==> config.mk <==
export PLATFORM = sky130hd
export DESIGN_NAME = lpm_ctrl
export DESIGN_NICKNAME = d
export VERILOG_FILES = /design/src/verilog/lpm_pkg.sv /design/src/verilog/lpm_tmr_if.sv /design/src/verilog/lpm_ctrl.sv /design/src/verilog/lpm_wake_tmr.sv
export SDC_FILE = /design/constraint.sdc
export NUM_CORES = 1
export LEC_CHECK = 0
export BUFFER_PORTS_ARGS = -buffer_cell sky130_fd_sc_hd__clkbuf_2
export CORE_MARGIN = 8
export CORE_UTILIZATION = 40
export CTS_BUF_LIST = sky130_fd_sc_hd__clkbuf_4 sky130_fd_sc_hd__clkbuf_8
export DETAILED_ROUTE_END_ITERATION = 10
export GPL_TIMING_DRIVEN = 0
export SYNTH_ARGS = -nofsm -noshare
export SYNTH_HDL_FRONTEND = slang
export SYNTH_SLANG_ARGS = --single-unit
==> constraint.sdc <==
create_clock -name CLK_SYS -period 1.4 [get_ports CLK_SYS]
set_input_delay 0.07 -clock CLK_SYS [delete_from_list [all_inputs] [get_ports CLK_SYS]]
set_output_delay 0.07 -clock CLK_SYS [all_outputs]
set_load 0.05 [all_outputs]
==> src/verilog/lpm_pkg.sv <==
// Constants and types shared by the low-power mode controller
package lpm_pkg;

	// Wake-up latencies, in core clock cycles
	localparam int unsigned LAT_IDLE_CYC   = 2;
	localparam int unsigned LAT_PDCORE_CYC = 2;
	localparam int unsigned LAT_PDCP_CYC   = 5;
	localparam int unsigned LAT_PDALL_CYC  = 500;

	// Wake timer width, wide enough for the longest latency
	localparam int unsigned TMR_W = 9;

	typedef logic [TMR_W-1:0] lpm_cnt_t;

	localparam lpm_cnt_t TMR_RST = 9'h000;
	localparam lpm_cnt_t TMR_ONE = 9'h001;

	// Reset values of the controller outputs
	localparam logic CLK_EN_RST = 1'b1;
	localparam logic STALL_RST  = 1'b0;

	// Controller states, one-hot
	typedef enum logic [5:0] {
		LPM_RUN    = 6'h01,
		LPM_IDLE   = 6'h02,
		LPM_PDCORE = 6'h04,
		LPM_PDCP   = 6'h08,
		LPM_PDALL  = 6'h10,
		LPM_WAKE   = 6'h20
	} lpm_state_e;

	// Mode code shown on the status output
	localparam logic [2:0] MODE_RUN    = 3'h0;
	localparam logic [2:0] MODE_IDLE   = 3'h1;
	localparam logic [2:0] MODE_PDCORE = 3'h2;
	localparam logic [2:0] MODE_PDCP   = 3'h3;
	localparam logic [2:0] MODE_PDALL  = 3'h4;
	localparam logic [2:0] MODE_WAKE   = 3'h5;

endpackage

==> src/verilog/lpm_tmr_if.sv <==
// Carrier between the mode controller and its wake-up timer
`timescale 1ns/100ps
`default_nettype none

interface lpm_tmr_if;
	import lpm_pkg::*;

	logic     load;
	lpm_cnt_t load_val;
	logic     done;

	modport ctrl (output load, output load_val, input done);
	modport tmr  (input load, input load_val, output done);
endinterface

`default_nettype wire

==> src/verilog/lpm_ctrl.sv <==
// Low-power mode controller: idle and power-down clock gating
`timescale 1ns/100ps
`default_nettype none

////////////////////////////////////////////////////////////////////////////////
module lpm_ctrl (
	// Clock and reset
	input  wire logic     CLK_SYS,
	input  wire logic     RST_N,
	// Instruction sequencer
	input  wire logic     IDLE_EXEC,
	output var  logic     CORE_STALL,
	output var  logic     RESUME,
	output var  logic     PIPE_FLUSH,
	// Power control bits of the pll_control_register
	input  wire logic     FULL_POWER_DOWN_BIT,
	input  wire logic     STOP_CORE_AND_PERIPH_BIT,
	input  wire logic     STOP_CORE_CLOCK_BIT,
	// Wake sources
	input  wire logic     IRQ_REQ,
	input  wire logic     WAKE_EVT,
	// Clock gating
	output var  logic     CORE_CLK_EN,
	output var  logic     PERIPH_CLK_EN,
	output var  logic     PLL_EN,
	// Status
	output var  logic [2:0] MODE
);
	import lpm_pkg::*;

	////////////////////////////////////////////////////////////////////////////
	// Reset release synchroniser

	logic [1:0] rst_sync_q;
	logic       rst_n_s;

	always_ff @(posedge CLK_SYS or negedge RST_N) begin
		if (!RST_N) begin
			rst_sync_q <= 2'h0;
		end else begin
			rst_sync_q <= {rst_sync_q[0], 1'b1};
		end
	end

	assign rst_n_s = rst_sync_q[1];

	////////////////////////////////////////////////////////////////////////////
	// State

	typedef struct packed {
		lpm_state_e state;
		logic       from_lossy;
		logic       wake_m;
		logic       wake_s;
		logic       resume;
		logic       flush;
		logic       core_en;
		logic       per_en;
		logic       pll_en;
		logic       stall;
		logic [2:0] mode;
	} lpm_ctrl_s;

	localparam lpm_ctrl_s CTRL_RST = '{
		state:      LPM_RUN,
		from_lossy: 1'b0,
		wake_m:     1'b0,
		wake_s:     1'b0,
		resume:     1'b0,
		flush:      1'b0,
		core_en:    CLK_EN_RST,
		per_en:     CLK_EN_RST,
		pll_en:     CLK_EN_RST,
		stall:      STALL_RST,
		mode:       MODE_RUN
	};

	lpm_ctrl_s st_q;
	lpm_ctrl_s st_d;

	lpm_tmr_if tif ();

	lpm_wake_tmr u_tmr (
		.clk   (CLK_SYS),
		.rst_n (rst_n_s),
		.tif   (tif)
	);

	// Low-power state selected by the control bits, by priority
	function automatic lpm_state_e pick_state(input logic full,
	                                          input logic all,
	                                          input logic core);
		if (full) begin
			pick_state = LPM_PDALL;
		end else if (all) begin
			pick_state = LPM_PDCP;
		end else if (core) begin
			pick_state = LPM_PDCORE;
		end else begin
			pick_state = LPM_IDLE;
		end
	endfunction

	// Mode code of a state
	function automatic logic [2:0] mode_of(input lpm_state_e s);
		case (s)
			LPM_IDLE:   mode_of = MODE_IDLE;
			LPM_PDCORE: mode_of = MODE_PDCORE;
			LPM_PDCP:   mode_of = MODE_PDCP;
			LPM_PDALL:  mode_of = MODE_PDALL;
			LPM_WAKE:   mode_of = MODE_WAKE;
			default:    mode_of = MODE_RUN;
		endcase
	endfunction

	////////////////////////////////////////////////////////////////////////////
	// Next state

	always_comb begin
		st_d          = st_q;
		st_d.wake_m   = WAKE_EVT;
		st_d.wake_s   = st_q.wake_m;
		st_d.resume   = 1'b0;
		st_d.flush    = 1'b0;
		tif.load      = 1'b0;
		tif.load_val  = TMR_RST;
		case (st_q.state)
			LPM_RUN: begin
				// Only the idle instruction leaves normal running
				if (IDLE_EXEC) begin
					st_d.state = pick_state(FULL_POWER_DOWN_BIT,
					                        STOP_CORE_AND_PERIPH_BIT,
					                        STOP_CORE_CLOCK_BIT);
				end
			end
			LPM_IDLE: begin
				if (IRQ_REQ) begin
					st_d.state      = LPM_WAKE;
					st_d.from_lossy = 1'b0;
					tif.load        = 1'b1;
					tif.load_val    = lpm_cnt_t'(LAT_IDLE_CYC - 1);
				end
			end
			LPM_PDCORE: begin
				if (IRQ_REQ) begin
					st_d.state      = LPM_WAKE;
					st_d.from_lossy = 1'b0;
					tif.load        = 1'b1;
					tif.load_val    = lpm_cnt_t'(LAT_PDCORE_CYC - 1);
				end
			end
			LPM_PDCP: begin
				// Peripherals are stopped, so the pin event or an interrupt
				if (st_q.wake_s || IRQ_REQ) begin
					st_d.state      = LPM_WAKE;
					st_d.from_lossy = 1'b1;
					tif.load        = 1'b1;
					tif.load_val    = lpm_cnt_t'(LAT_PDCP_CYC - 1);
				end
			end
			LPM_PDALL: begin
				if (IRQ_REQ) begin
					st_d.state      = LPM_WAKE;
					st_d.from_lossy = 1'b1;
					tif.load        = 1'b1;
					tif.load_val    = lpm_cnt_t'(LAT_PDALL_CYC - 1);
				end
			end
			LPM_WAKE: begin
				if (tif.done) begin
					st_d.state  = LPM_RUN;
					st_d.resume = 1'b1;
					// Lossy modes dropped the pipeline; refetch after idle
					st_d.flush  = st_q.from_lossy;
				end
			end
			default: begin
				st_d.state = LPM_RUN;
			end
		endcase

		// Clock gating follows the next state so enables are registered
		st_d.core_en = (st_d.state == LPM_RUN) || (st_d.state == LPM_IDLE)
		               || (st_d.state == LPM_WAKE);
		st_d.per_en  = (st_d.state != LPM_PDCP)
		               && (st_d.state != LPM_PDALL);
		st_d.pll_en  = (st_d.state != LPM_PDALL);
		st_d.stall   = (st_d.state != LPM_RUN);
		st_d.mode    = mode_of(st_d.state);
	end

	always_ff @(posedge CLK_SYS or negedge rst_n_s) begin
		if (!rst_n_s) begin
			st_q <= CTRL_RST;
		end else begin
			st_q <= st_d;
		end
	end

	////////////////////////////////////////////////////////////////////////////
	// Outputs

	assign CORE_STALL    = st_q.stall;
	assign RESUME        = st_q.resume;
	assign PIPE_FLUSH    = st_q.flush;
	assign CORE_CLK_EN   = st_q.core_en;
	assign PERIPH_CLK_EN = st_q.per_en;
	assign PLL_EN        = st_q.pll_en;
	assign MODE          = st_q.mode;
endmodule

`default_nettype wire

==> src/verilog/lpm_wake_tmr.sv <==
// Down counter that times the wake-up latency
`timescale 1ns/100ps
`default_nettype none

module lpm_wake_tmr (
	// Clock and reset
	input  wire logic clk,
	input  wire logic rst_n,
	// Control side
	lpm_tmr_if.tmr    tif
);
	import lpm_pkg::*;

	typedef struct packed {
		lpm_cnt_t cnt;
	} lpm_tmr_s;

	lpm_tmr_s st_q;
	lpm_tmr_s st_d;

	always_comb begin
		st_d = st_q;
		if (tif.load) begin
			st_d.cnt = tif.load_val;
		end else if (st_q.cnt != TMR_RST) begin
			st_d.cnt = st_q.cnt - TMR_ONE;
		end
	end

	always_ff @(posedge clk or negedge rst_n) begin
		if (!rst_n) begin
			st_q <= '{cnt: TMR_RST};
		end else begin
			st_q <= st_d;
		end
	end

	// Last cycle of the wait
	assign tif.done = (st_q.cnt == TMR_ONE);

endmodule

`default_nettype wire

==> summary.md, run 1 <==
| Metric | Value |
|---|---|
| Met2 WL | `2.15 mm` |
| Reported max-cap violation count | `0` |
| Effective utilization at floorplan | `40.9%` |
| Via total after detailed routing | `1,344` |
| Post-DP HPWL | `2.39 mm` |
| Area growth syn-to-layout | `56.0%` |
| First drt pass iteration count | `4` |
| Final GP Congestion | `0.826` |
| ANT nets after route | `0` |
| Antenna diode instance count | `0` |
| Synth Cell Area | `0.00147 sq mm` |
| Antenna violations before repair | `0` |
| DRC marker count from the first detailed-route iteration | `93` |
| CTS Buf Count | `5` |
| Fin. max-slew vios | `0` |
| Clock transition at the registers of the reported paths | `0.10 ns` |
| Status | `finished with violations` |
| TNS Setup | `-5.12 ns` |
| Worst path required time | `1.64 ns` |
| Number of placed cells counting well taps | `200` |
| Critical Path Start | `u_tmr.st_q[4]` |
| Filler Cells Inserted | `274` |
| Kind of cell adding the most delay to the critical path | `simple AND/OR/NAND/NOR gates` |
| Fraction of final layout cells sized beyond drive strength 1 | `60.8%` |
| Violations in the final reports | `negative setup slack` |
| Wire length after detailed routing | `4.23 mm` |
| Period utilization | `131%` |
| Fin. Hold Viols | `0` |
| Instance area at placement | `0.00165 sq mm` |
| DIE WIDTH | `76.5 um` |
| Final setup violation count | `23` |
| Most repeated library cell on the critical path | `sky130_fd_sc_hd__or4_4` |
| TritonCTS clock tree | `built` |
| Number of nets in the layout | `209` |
| Critical Path Start Type | `flop` |
| Number of global-route vias before repair | `1,417` |
| Global-route total usage across every layer | `14.4%` |
| Number of top-level pins | `17` |
| Pin count of the biggest net entering global routing | `28` |
| Maximum level of the CTS H-tree | `2` |
| EDFF count, synth | `0` |
| Cell type of the slowest stage on the worst timing path | `sky130_fd_sc_hd__or4_4` |
| Portion of the post-synthesis area used by sequential elements | `49.9%` |
| Clock latency at the later pin of the worst-skew pair | `0.34 ns` |
| Global-route wire length before repair | `6.84 mm` |
| Slew headroom | `60.5%` |
| Die height | `76.5 um` |
| Final routed DRC violation total | `0` |
| Routed length per placed instance | `17.1 um` |
| WP buf/inv | `0` |
| Reg-to-reg critical path startpoint | `u_tmr.st_q[4]` |
| Transition time of the tightest slew-check pin | `0.593 ns` |
| Prevailing post-synth register cell | `sky130_fd_sc_hd__dfrtp_1` |
| Synthesis-stage register bit count | `29` |
| Remaining Overflow, GRT | `0` |
| Number of vias per cell after detailed routing | `5.44` |
| Uppermost layer routed | `met4` |
| Max incr delay on CP | `0.53 ns` |
| Detail Route met3 WL | `186 um` |
| Power density over the cells | `1870 mW/mm^2` |
| Final worst slack | `-0.439 ns` |
| Share of flip-flops with an asynchronous set or reset after synthesis | `100%` |
| Wire length the detailed router placed on met1 | `1.83 mm` |
| Synthesis warning total | `0` |
| Launch point of the worst hold path | `STOP_CORE_AND_PERIPH_BIT` |
| Number of buffers added on ports | `15` |
| Setup repair after global routing missed its margin | `yes` |
| Static Leak | `0.00103 uW` |
| Crit-path max FO | `3` |
| Clock Tree Root | `sky130_fd_sc_hd__clkbuf_4` |
| Skew final | `0.0111 ns` |
| Core area | `0.00358 sq mm` |
| CTS sink cnt | `29` |
| Synthesized netlist cell count | `137` |
| Kind of capture point of the worst setup path | `flop` |
| Min-Delay Path Class | `input pin to flop` |
| Placement Rows | `22` |
| Critical Setup Path Class | `flop to flop` |
| Final standard cell count with taps included and fillers excluded | `247` |
| Maximum vdd ir drop | `0.989 mV` |
| Overall die area | `0.00586 sq mm` |
| Arrival time at the worst endpoint | `2.08 ns` |
| Post-route design area | `0.00229 sq mm` |
| Syn_area_per_cell | `10.7 sq um` |
| Fmax | `0.544 GHz` |
| Syn Nets | `148` |
| Distinct cells, synth | `48` |
| Worst path cell trace | `or4_4 -> or4_4 -> xor2_1 -> a211oi_1` |
| Min cycle time layout | `1.84 ns` |
| Clock buffer depth | `2` |
[final cells by class]
cell class | instances | area [sq um] | share of cell area, %
multi-input combinational | 93 | 922 | 40.3
sequential | 29 | 737 | 32.2
timing repair buffer | 55 | 418 | 18.3
clock buffer | 7 | 65.1 | 2.85
tap | 48 | 60.1 | 2.63
buffer | 6 | 48.8 | 2.13
inverter | 8 | 30.0 | 1.31
clock inverter | 1 | 5.00 | 0.219
[cells by family after synthesis]
family                     share of synthesized area [%]
AOI/OAI and AO/OA                                   13.3
xor gates and xnor gates                            4.78
adders and majority gates                           2.56
buffers and inverters                               4.78
DFF                                                 49.9
other                                              0.256
and+or+nand+nor                                     24.4
[cell usage after synthesis (2+ instances only)]
master / n / share of area, %
sky130_fd_sc_hd__a211oi_1: 6 / 3.1
sky130_fd_sc_hd__a21oi_1: 2 / 0.68
sky130_fd_sc_hd__a31o_2: 2 / 1.2
sky130_fd_sc_hd__a31oi_1: 2 / 0.85
sky130_fd_sc_hd__and3_1: 2 / 0.85
sky130_fd_sc_hd__and4b_1: 4 / 2.7
sky130_fd_sc_hd__buf_2: 2 / 0.68
sky130_fd_sc_hd__buf_4: 3 / 1.5
sky130_fd_sc_hd__clkbuf_1: 2 / 0.51
sky130_fd_sc_hd__dfrtp_1: 25 / 43
sky130_fd_sc_hd__dfstp_2: 4 / 7.2
sky130_fd_sc_hd__ha_1: 3 / 2.6
sky130_fd_sc_hd__inv_1: 8 / 2.0
sky130_fd_sc_hd__nand2_1: 5 / 1.3
sky130_fd_sc_hd__nand2b_1: 2 / 0.85
sky130_fd_sc_hd__nand3_1: 5 / 1.7
sky130_fd_sc_hd__nand4b_1: 2 / 1.2
sky130_fd_sc_hd__nor2_1: 9 / 2.3
sky130_fd_sc_hd__nor2b_1: 3 / 1.3
sky130_fd_sc_hd__nor3_1: 5 / 1.7
sky130_fd_sc_hd__nor4_1: 3 / 1.3
sky130_fd_sc_hd__o21ai_0: 3 / 1.0
sky130_fd_sc_hd__or3_1: 2 / 0.85
sky130_fd_sc_hd__or4_1: 3 / 1.5
sky130_fd_sc_hd__xor2_1: 7 / 4.2
[where the power goes]
group | leakage, uW | switching, uW | internal, uW | total, uW
combinational | 0.000640 | 1160 | 1140 | 2300
sequential | 0.000348 | 244 | 1130 | 1370
clock | 0.0000413 | 300 | 291 | 591
[state kept, by name (all words and copies together), names as in the netlist]
signal,count
u_tmr.st_q,9
st_q,8
MODE,3
rst_sync_q,2
CORE_CLK_EN,1
CORE_STALL,1
PERIPH_CLK_EN,1
PIPE_FLUSH,1
PLL_EN,1
RESUME,1
st_d,1
[repair_timing]
| item | 4_1_cts | 5_1_grt |
|---|---|---|
| setup endpoints to repair | 24 | 29 |
| hold buffers | 3 | 0 |
| buffers inserted | 34 | 4 |
| endpoints found under the hold margin | 4 | 0 |
| pin swaps | 14 | 12 |
| resized for setup | 47 | 15 |
| gates cloned | 0 | 0 |
[worst paths after layout]
path / slack (ns) / cells after the start / endpoint
worst max-delay path: -0.44 / 4 / u_tmr.st_q[7]
worst min-delay path: 0.03 / 3 / st_q[14]
worst max register to register: -0.44 / 4 / u_tmr.st_q[7]
worst min register to register: 0.26 / 0 / st_q[16]
max in group asynchronous: 0.72 / 0 / u_tmr.st_q[0]
min in group asynchronous: 0.04 / 2 / rst_sync_q[1]
[worst register-to-register path, cell delays in order (launching register included)]
cell and delay (ns):
sky130_fd_sc_hd__dfrtp_1 0.41, sky130_fd_sc_hd__or4_4 0.53, sky130_fd_sc_hd__or4_4 0.43, sky130_fd_sc_hd__xor2_1 0.16
sky130_fd_sc_hd__a211oi_1 0.22
[per-stage QoR]
stage / worst slack, ns / power [uW] / utilization, % / hold WS, ns
after floorplan: -0.389 / 2420 / - / -0.226
after global placement: -0.512 / 2680 / 46.0 / -0.144
after detailed placement: -0.517 / 2740 / 46.0 / -0.140
after CTS: -0.416 / 4070 / 61.5 / 0.0214
after global routing: -0.508 / 4480 / 63.9 / 0.0425
final: -0.439 / 4270 / 63.9 / 0.0324
[layout by cell type, fill, tap and decap left out, types with 3 or more instances in the layout]
master,count
sky130_fd_sc_hd__and4b_2,3
sky130_fd_sc_hd__buf_4,33
sky130_fd_sc_hd__clkbuf_2,15
sky130_fd_sc_hd__or4_4,3
sky130_fd_sc_hd__inv_1,6
sky130_fd_sc_hd__dfrtp_1,20
sky130_fd_sc_hd__a211oi_2,4
sky130_fd_sc_hd__buf_6,8
sky130_fd_sc_hd__clkbuf_4,5
sky130_fd_sc_hd__nand3_1,4
sky130_fd_sc_hd__dfstp_2,4
sky130_fd_sc_hd__nor4_4,4
sky130_fd_sc_hd__xor2_1,6
sky130_fd_sc_hd__dfrtp_2,5
sky130_fd_sc_hd__nor2_1,6
sky130_fd_sc_hd__dlygate4sd3_1,3
[metal layers]
metal	vias to the layer above	track usage, %
li1	626	-
met1	686	16.7
met2	25	24.7
met3	7	4.13
met4	0	5.19
met5	-	0
(Power assumes the default switching activity.)
==> run 2: changes to the inputs <==
--- a/config.mk
+++ b/config.mk
@@ -11,6 +11,7 @@
 export CTS_BUF_LIST = sky130_fd_sc_hd__clkbuf_4 sky130_fd_sc_hd__clkbuf_8
 export DETAILED_ROUTE_END_ITERATION = 10
 export GPL_TIMING_DRIVEN = 0
+export PLACE_DENSITY = 0.61
 export SYNTH_ARGS = -nofsm -noshare
 export SYNTH_HDL_FRONTEND = slang
 export SYNTH_SLANG_ARGS = --single-unit
==> run 2 against run 1 <==
Against the previous run:
- routed wire length decreased by 7.1%
- cell count fell by 5.3%
- the flow still finishes with violations (negative setup slack)
- final area shrank 4.0%
- critical path depth did not move
- critical path type unchanged
- sequential power about the same
==> summary.md, run 2 (same netlist as run 1, synthesis figures left out) <==
| Metric | Value |
|---|---|
| Die height | `76.5 um` |
| Maximum vdd ir drop | `1.03 mV` |
| Skew final | `0.00619 ns` |
| Pin count of the biggest net entering global routing | `28` |
| Violations in the final reports | `negative setup slack` |
| TNS Setup | `-4.82 ns` |
| Worst path cell trace | `or4_4 -> or4_4 -> xor2_1 -> a211oi_1` |
| Clock transition at the registers of the reported paths | `0.09 ns` |
| Antenna diode instance count | `0` |
| Most used cells in the layout excluding fill and tap cells | `sky130_fd_sc_hd__buf_4 (20), sky130_fd_sc_hd__dfrtp_1 (19), sky130_fd_sc_hd__clkbuf_2 (15)` |
| Post-DP HPWL | `2.35 mm` |
| Wire length after detailed routing | `3.93 mm` |
| Area growth syn-to-layout | `49.8%` |
| Slew headroom | `58.8%` |
| DRC marker count from the first detailed-route iteration | `96` |
| Final GP Congestion | `0.821` |
| Core area | `0.00358 sq mm` |
| Most common cell after layout, fill and taps aside | `sky130_fd_sc_hd__buf_4` |
| Overall die area | `0.00586 sq mm` |
| Global-route wire length before repair | `6.13 mm` |
| Power Total | `4170 uW` |
| Clock latency at the later pin of the worst-skew pair | `0.33 ns` |
| Routed length per placed instance | `16.8 um` |
| Worst hold slack | `0.0440 ns` |
| Kind of cell adding the most delay to the critical path | `simple AND/OR/NAND/NOR gates` |
| Kind of capture point of the worst setup path | `flop` |
| Number of nets in the layout | `196` |
| TritonCTS clock tree | `built` |
| Reg-to-reg critical path startpoint | `u_tmr.st_q[4]` |
| Biggest register | `u_tmr.st_q` |
| Critical Setup Path Class | `flop to flop` |
| Fraction of power spent switching nets | `38.9%` |
| Final worst slack | `-0.393 ns` |
| Cell type of the slowest stage on the worst timing path | `sky130_fd_sc_hd__or4_4` |
| Cell internal power dissipation | `2550 uW` |
| Fin. Hold Viols | `0` |
| Transition time of the tightest slew-check pin | `0.613 ns` |
| Clock buffer depth | `2` |
| Static Leak | `0.000968 uW` |
| Fin. max-slew vios | `0` |
| Status | `finished with violations` |
| Maximum level of the CTS H-tree | `2` |
| Max incr delay on CP | `0.54 ns` |
| Final routed DRC violation total | `0` |
| CTS Buf Count | `5` |
| Global-route total usage across every layer | `13.0%` |
| Period utilization | `128%` |
| Clock Tree Root | `sky130_fd_sc_hd__clkbuf_4` |
| Min-Delay Path Class | `input pin to flop` |
| Filler Cells Inserted | `283` |
| Critical Path Start | `u_tmr.st_q[4]` |
| Arrival time at the worst endpoint | `2.04 ns` |
| ANT nets after route | `0` |
| Power density over the cells | `1900 mW/mm^2` |
| Setup repair after global routing missed its margin | `yes` |
| CTS sink cnt | `29` |
| Number of top-level pins | `17` |
| Critical Path Start Type | `flop` |
| Number of global-route vias before repair | `1,294` |
| Clock power share | `17.4%` |
| Gate power share | `49.4%` |
| First drt pass iteration count | `4` |
| Final standard cell count with taps included and fillers excluded | `234` |
| Effective utilization at floorplan | `40.9%` |
| Fraction of power consumed by sequential logic | `33.3%` |
| Number of vias per cell after detailed routing | `5.49` |
| Crit-path max FO | `4` |
| WP buf/inv | `0` |
| Fraction of final layout cells sized beyond drive strength 1 | `54.8%` |
| Fin util | `61.3%` |
| Flip-flop count of the largest register after layout | `9` |
| Min cycle time layout | `1.79 ns` |
| Placement Rows | `22` |
| DIE WIDTH | `76.5 um` |
| Antenna violations before repair | `0` |
| Reported max-cap violation count | `0` |
| Launch point of the worst hold path | `STOP_CORE_AND_PERIPH_BIT` |
| Remaining Overflow, GRT | `0` |
| Number of placed cells counting well taps | `200` |
| Fmax | `0.558 GHz` |
| Most repeated library cell on the critical path | `sky130_fd_sc_hd__or4_4` |
| Final setup violation count | `25` |
| Worst path required time | `1.65 ns` |
| Via total after detailed routing | `1,284` |
| Number of buffers added on ports | `15` |
| Sw power | `1620 uW` |
==> run 2: cell count changes in the layout (fill, tap and decap cells not counted), moves of 2 or more <==
cell	delta
sky130_fd_sc_hd__and3_1	+2
sky130_fd_sc_hd__buf_4	-13
sky130_fd_sc_hd__and3_4	-2
sky130_fd_sc_hd__nand2_4	-2
==> run 2: routing by layer <==
layer	GRT usage (%)	part of all wire (%)	vias up	wire, um
li1	-	-	600	-
met5	0	0	-	0
met3	4.83	6.4	7	252
met4	4.62	1.2	0	48
met2	21.6	52	42	2020
met1	15.0	41	635	1600
==> run 2: tightest hold or removal path, delay by kind of cell <==
kind	cells	cell delay, ns
buf+inv	1	0.10
simple gates	1	0.06
compound gates	1	0.12
==> run 2: final timing paths <==
kind / slack [ns] / to / depth (start not counted)
worst max-delay path: -0.39 / u_tmr.st_q[7] / 4
worst min-delay path: 0.04 / st_q[14] / 3
worst max register to register: -0.39 / u_tmr.st_q[7] / 4
worst min register to register: 0.26 / st_d[9] / 0
max in group asynchronous: 0.74 / u_tmr.st_q[0] / 0
min in group asynchronous: 0.05 / rst_sync_q[1] / 2
==> run 2: power by group through the flow <==
stage               combinational [uW]  clock [uW]  sequential [uW]
floorplan                          920           0             1500
global placement                  1270           0             1410
detailed placement                1310           0             1420
CTS                               1830         738             1380
global route                      2180         794             1420
finish                            2060         724             1390
==> run 2: final cells by class <==
| cell class | instances | area, sq um | share of cell area [%] |
|---|---|---|---|
| buffer | 6 | 48.8 | 2.22 |
| sequential | 29 | 738 | 33.6 |
| inverter | 8 | 30.0 | 1.37 |
| clock inverter | 1 | 30.0 | 1.37 |
| tap | 48 | 60.1 | 2.74 |
| multi-input combinational | 93 | 900 | 41.0 |
| timing repair buffer | 42 | 329 | 15.0 |
| clock buffer | 7 | 58.8 | 2.68 |
==> run 2: what timing repair did <==
action | 4_1_cts | 5_1_grt
pin swaps | 19 | 12
endpoints found under the setup margin | 23 | 30
hold endpoints to repair | 4 | 0
cloned | 0 | 0
setup buffers | 19 | 5
resized for setup | 42 | 12
hold buffers | 3 | 0
==> run 2: stage by stage <==
stage	setup WS, ns	instance area [sq um]
after detailed placement	-0.533	1650
final	-0.393	2190
after global placement	-0.507	1650
after floorplan	-0.389	1510
after CTS	-0.391	2080
after global routing	-0.477	2190
==> run 3: changes to the inputs <==
--- a/config.mk
+++ b/config.mk
@@ -5,13 +5,14 @@
 export SDC_FILE = /design/constraint.sdc
 export NUM_CORES = 1
 export LEC_CHECK = 0
-export BUFFER_PORTS_ARGS = -buffer_cell sky130_fd_sc_hd__clkbuf_2
 export CORE_MARGIN = 8
 export CORE_UTILIZATION = 40
 export CTS_BUF_LIST = sky130_fd_sc_hd__clkbuf_4 sky130_fd_sc_hd__clkbuf_8
 export DETAILED_ROUTE_END_ITERATION = 10
+export DONT_BUFFER_PORTS = 1
+export GPL_ROUTABILITY_DRIVEN = 0
 export GPL_TIMING_DRIVEN = 0
-export PLACE_DENSITY = 0.61
+export PLACE_DENSITY = 0.57
 export SYNTH_ARGS = -nofsm -noshare
 export SYNTH_HDL_FRONTEND = slang
 export SYNTH_SLANG_ARGS = --single-unit
==> run 3 against run 2 <==
Against the previous run:
- sequential power rose by 15%
- critical path type unchanged
- critical path depth stayed put
- sequential share of layout area increased by 1.4 points
- hold slack got worse by 0.0052 ns
- global-route usage is 0.48 points lower
- non-clock buffer count is 10 lower
- via count fell by 3.3%
- routed wire length shrank 2.5%
- core utilization down 2.6 points
- the flow still finishes with violations (negative setup slack)
==> summary.md, run 3 (same netlist as run 1, synthesis figures left out) <==
| Metric | Value |
|---|---|
| Worst path cell trace | `or4_4 -> or4_4 -> xor2_1 -> a211oi_1` |
| Kind of capture point of the worst setup path | `flop` |
| Slew headroom | `60.9%` |
| Max incr delay on CP | `0.53 ns` |
| Most common cell after layout, fill and taps aside | `sky130_fd_sc_hd__buf_4` |
| Post-DP HPWL | `2.26 mm` |
| Fmax | `0.553 GHz` |
| Number of vias per cell after detailed routing | `5.57` |
| Worst hold slack | `0.0388 ns` |
| CTS sink cnt | `29` |
| Wire length after detailed routing | `3.83 mm` |
| Critical Path Start Type | `flop` |
| Reported max-cap violation count | `0` |
| ANT nets after route | `0` |
| Cell type of the slowest stage on the worst timing path | `sky130_fd_sc_hd__or4_4` |
| Min cycle time layout | `1.81 ns` |
| Clock transition at the registers of the reported paths | `0.09 ns` |
| Launch point of the worst hold path | `STOP_CORE_CLOCK_BIT` |
| Worst path required time | `1.64 ns` |
| Antenna diode instance count | `0` |
| Core area | `0.00358 sq mm` |
| Transition time of the tightest slew-check pin | `0.587 ns` |
| CTS Buf Count | `5` |
| Via total after detailed routing | `1,242` |
| Clock Tree Root | `sky130_fd_sc_hd__clkbuf_4` |
| Power Total | `3830 uW` |
| Destination of the worst hold path | `st_q[14]` |
| Number of placed cells counting well taps | `185` |
| Area growth syn-to-layout | `43.6%` |
| Final worst slack | `-0.410 ns` |
| Static Leak | `0.000895 uW` |
| Setup repair after global routing missed its margin | `yes` |
| Crit-path max FO | `3` |
| Status | `finished with violations` |
| Die height | `76.5 um` |
| Critical Setup Path Class | `flop to flop` |
| First drt pass iteration count | `5` |
| Maximum level of the CTS H-tree | `2` |
| Violations in the final reports | `negative setup slack` |
| Pin count of the biggest net entering global routing | `28` |
| Global-route total usage across every layer | `12.5%` |
| Min-Delay Path Class | `input pin to flop` |
| Routed length per placed instance | `17.2 um` |
| Skew final | `0.00560 ns` |
| Flip-flop count of the largest register after layout | `9` |
| Worst reg2reg endpoint | `u_tmr.st_q[7]` |
| Worst-case reg-to-reg path depth | `4` |
| Reg-to-reg critical path startpoint | `u_tmr.st_q[4]` |
| Effective utilization at floorplan | `40.9%` |
| WP buf/inv | `0` |
| Setup slack at placement | `-0.540 ns` |
| Critical Path Start | `u_tmr.st_q[4]` |
| Final standard cell count with taps included and fillers excluded | `223` |
| Number of buffers added on ports | `0` |
| Register-to-register setup slack | `-0.41 ns` |
| Remaining Overflow, GRT | `0` |
| Final setup violation count | `24` |
| Number of nets in the layout | `186` |
| Global-route wire length before repair | `6.06 mm` |
| Most used cells in the layout excluding fill and tap cells | `sky130_fd_sc_hd__buf_4 (24), sky130_fd_sc_hd__dfrtp_1 (20), sky130_fd_sc_hd__buf_6 (7)` |
| Period utilization | `129%` |
| DRC marker count from the first detailed-route iteration | `48` |
| Most repeated library cell on the critical path | `sky130_fd_sc_hd__or4_4` |
| Antenna violations before repair | `0` |
| Clock buffer depth | `2` |
| Power density over the cells | `1820 mW/mm^2` |
| DIE WIDTH | `76.5 um` |
| Worst hold path depth | `2` |
| Fin util | `58.8%` |
| Clock latency at the later pin of the worst-skew pair | `0.33 ns` |
| Fraction of final layout cells sized beyond drive strength 1 | `49.1%` |
| Overall die area | `0.00586 sq mm` |
| Number of top-level pins | `17` |
| Arrival time at the worst endpoint | `2.05 ns` |
| Final routed DRC violation total | `0` |
| Fin. Hold Viols | `0` |
| Biggest register | `u_tmr.st_q` |
| Number of global-route vias before repair | `1,250` |
| Fin. max-slew vios | `0` |
| Maximum vdd ir drop | `0.774 mV` |
| Kind of cell adding the most delay to the critical path | `simple AND/OR/NAND/NOR gates` |
| TritonCTS clock tree | `built` |
| Placement Rows | `22` |
## run 3: cell count changes in the layout (fill, tap and decap cells not counted), moves of 2 or more
| cell | change |
|---|---|
| sky130_fd_sc_hd__clkbuf_2 | -15 |
| sky130_fd_sc_hd__buf_4 | +4 |
| sky130_fd_sc_hd__dlygate4sd3_1 | +3 |
| sky130_fd_sc_hd__a211oi_1 | +2 |
| sky130_fd_sc_hd__a211oi_2 | -2 |
| sky130_fd_sc_hd__buf_12 | -2 |
| sky130_fd_sc_hd__nor2_1 | -2 |
| sky130_fd_sc_hd__nor2_4 | +2 |
## run 3: what timing repair did
item                                    in CTS  in global routing
gates resized for setup                     21                 30
endpoints found under the setup margin      24                 28
gates cloned                                 0                  0
pin swaps                                    8                 12
setup buffers                               15                 11
hold endpoints to repair                     9                  0
hold buffers                                 6                  0
## run 3: worst max-delay path by stage
stage                    end  slack, ns  cells past startpoint
6_report       u_tmr.st_q[7]      -0.41                      4
5_1_grt        u_tmr.st_q[8]      -0.46                      4
4_1_cts        u_tmr.st_q[8]      -0.39                      4
3_5_place_dp   u_tmr.st_q[5]      -0.54                      6
3_3_place_gp   u_tmr.st_q[5]      -0.49                      6
2_1_floorplan  u_tmr.st_q[7]      -0.39                      4
## run 3: metal layers
metal | routed length [um] | vias to the layer above | track usage, %
met4 | 80 | 0 | 5.38
li1 | - | 581 | -
met2 | 1990 | 33 | 20.0
met3 | 179 | 8 | 4.36
met5 | 0 | - | 0
met1 | 1570 | 620 | 14.9
## run 3: worst register-to-register path: cells and delay by family, from the launching register on
| kind | cells | cell delay, ns |
|---|---|---|
| flip-flops | 1 | 0.41 |
| AND/OR/NAND/NOR | 2 | 0.96 |
| AO/OA/AOI/OAI | 1 | 0.19 |
| XOR/XNOR | 1 | 0.16 |
## run 3: final cells by class
| cell class | instances | area [sq um] |
|---|---|---|
| plain buffers | 6 | 48.8 |
| clock buffers | 7 | 58.8 |
| fillers | 300 | 1480 |
| inverters | 8 | 30.0 |
| multi-input cells | 93 | 895 |
| flip-flops and latches | 29 | 737 |
| well taps | 48 | 60.1 |
| repair buffers | 32 | 274 |
## run 3: through the flow
step	setup TNS [ns]	instance area, sq um
6_report	-4.39	2100
3_5_place_dp	-7.55	1570
2_1_floorplan	-2.50	1510
4_1_cts	-4.31	1880
5_1_grt	-6.38	2100
3_3_place_gp	-7.33	1570
## run 3: report_power, final
group / internal, uW / total [uW] / switching [uW]
combinational: 877 / 1690 / 813
clock: 256 / 534 / 278
sequential: 1140 / 1600 / 467
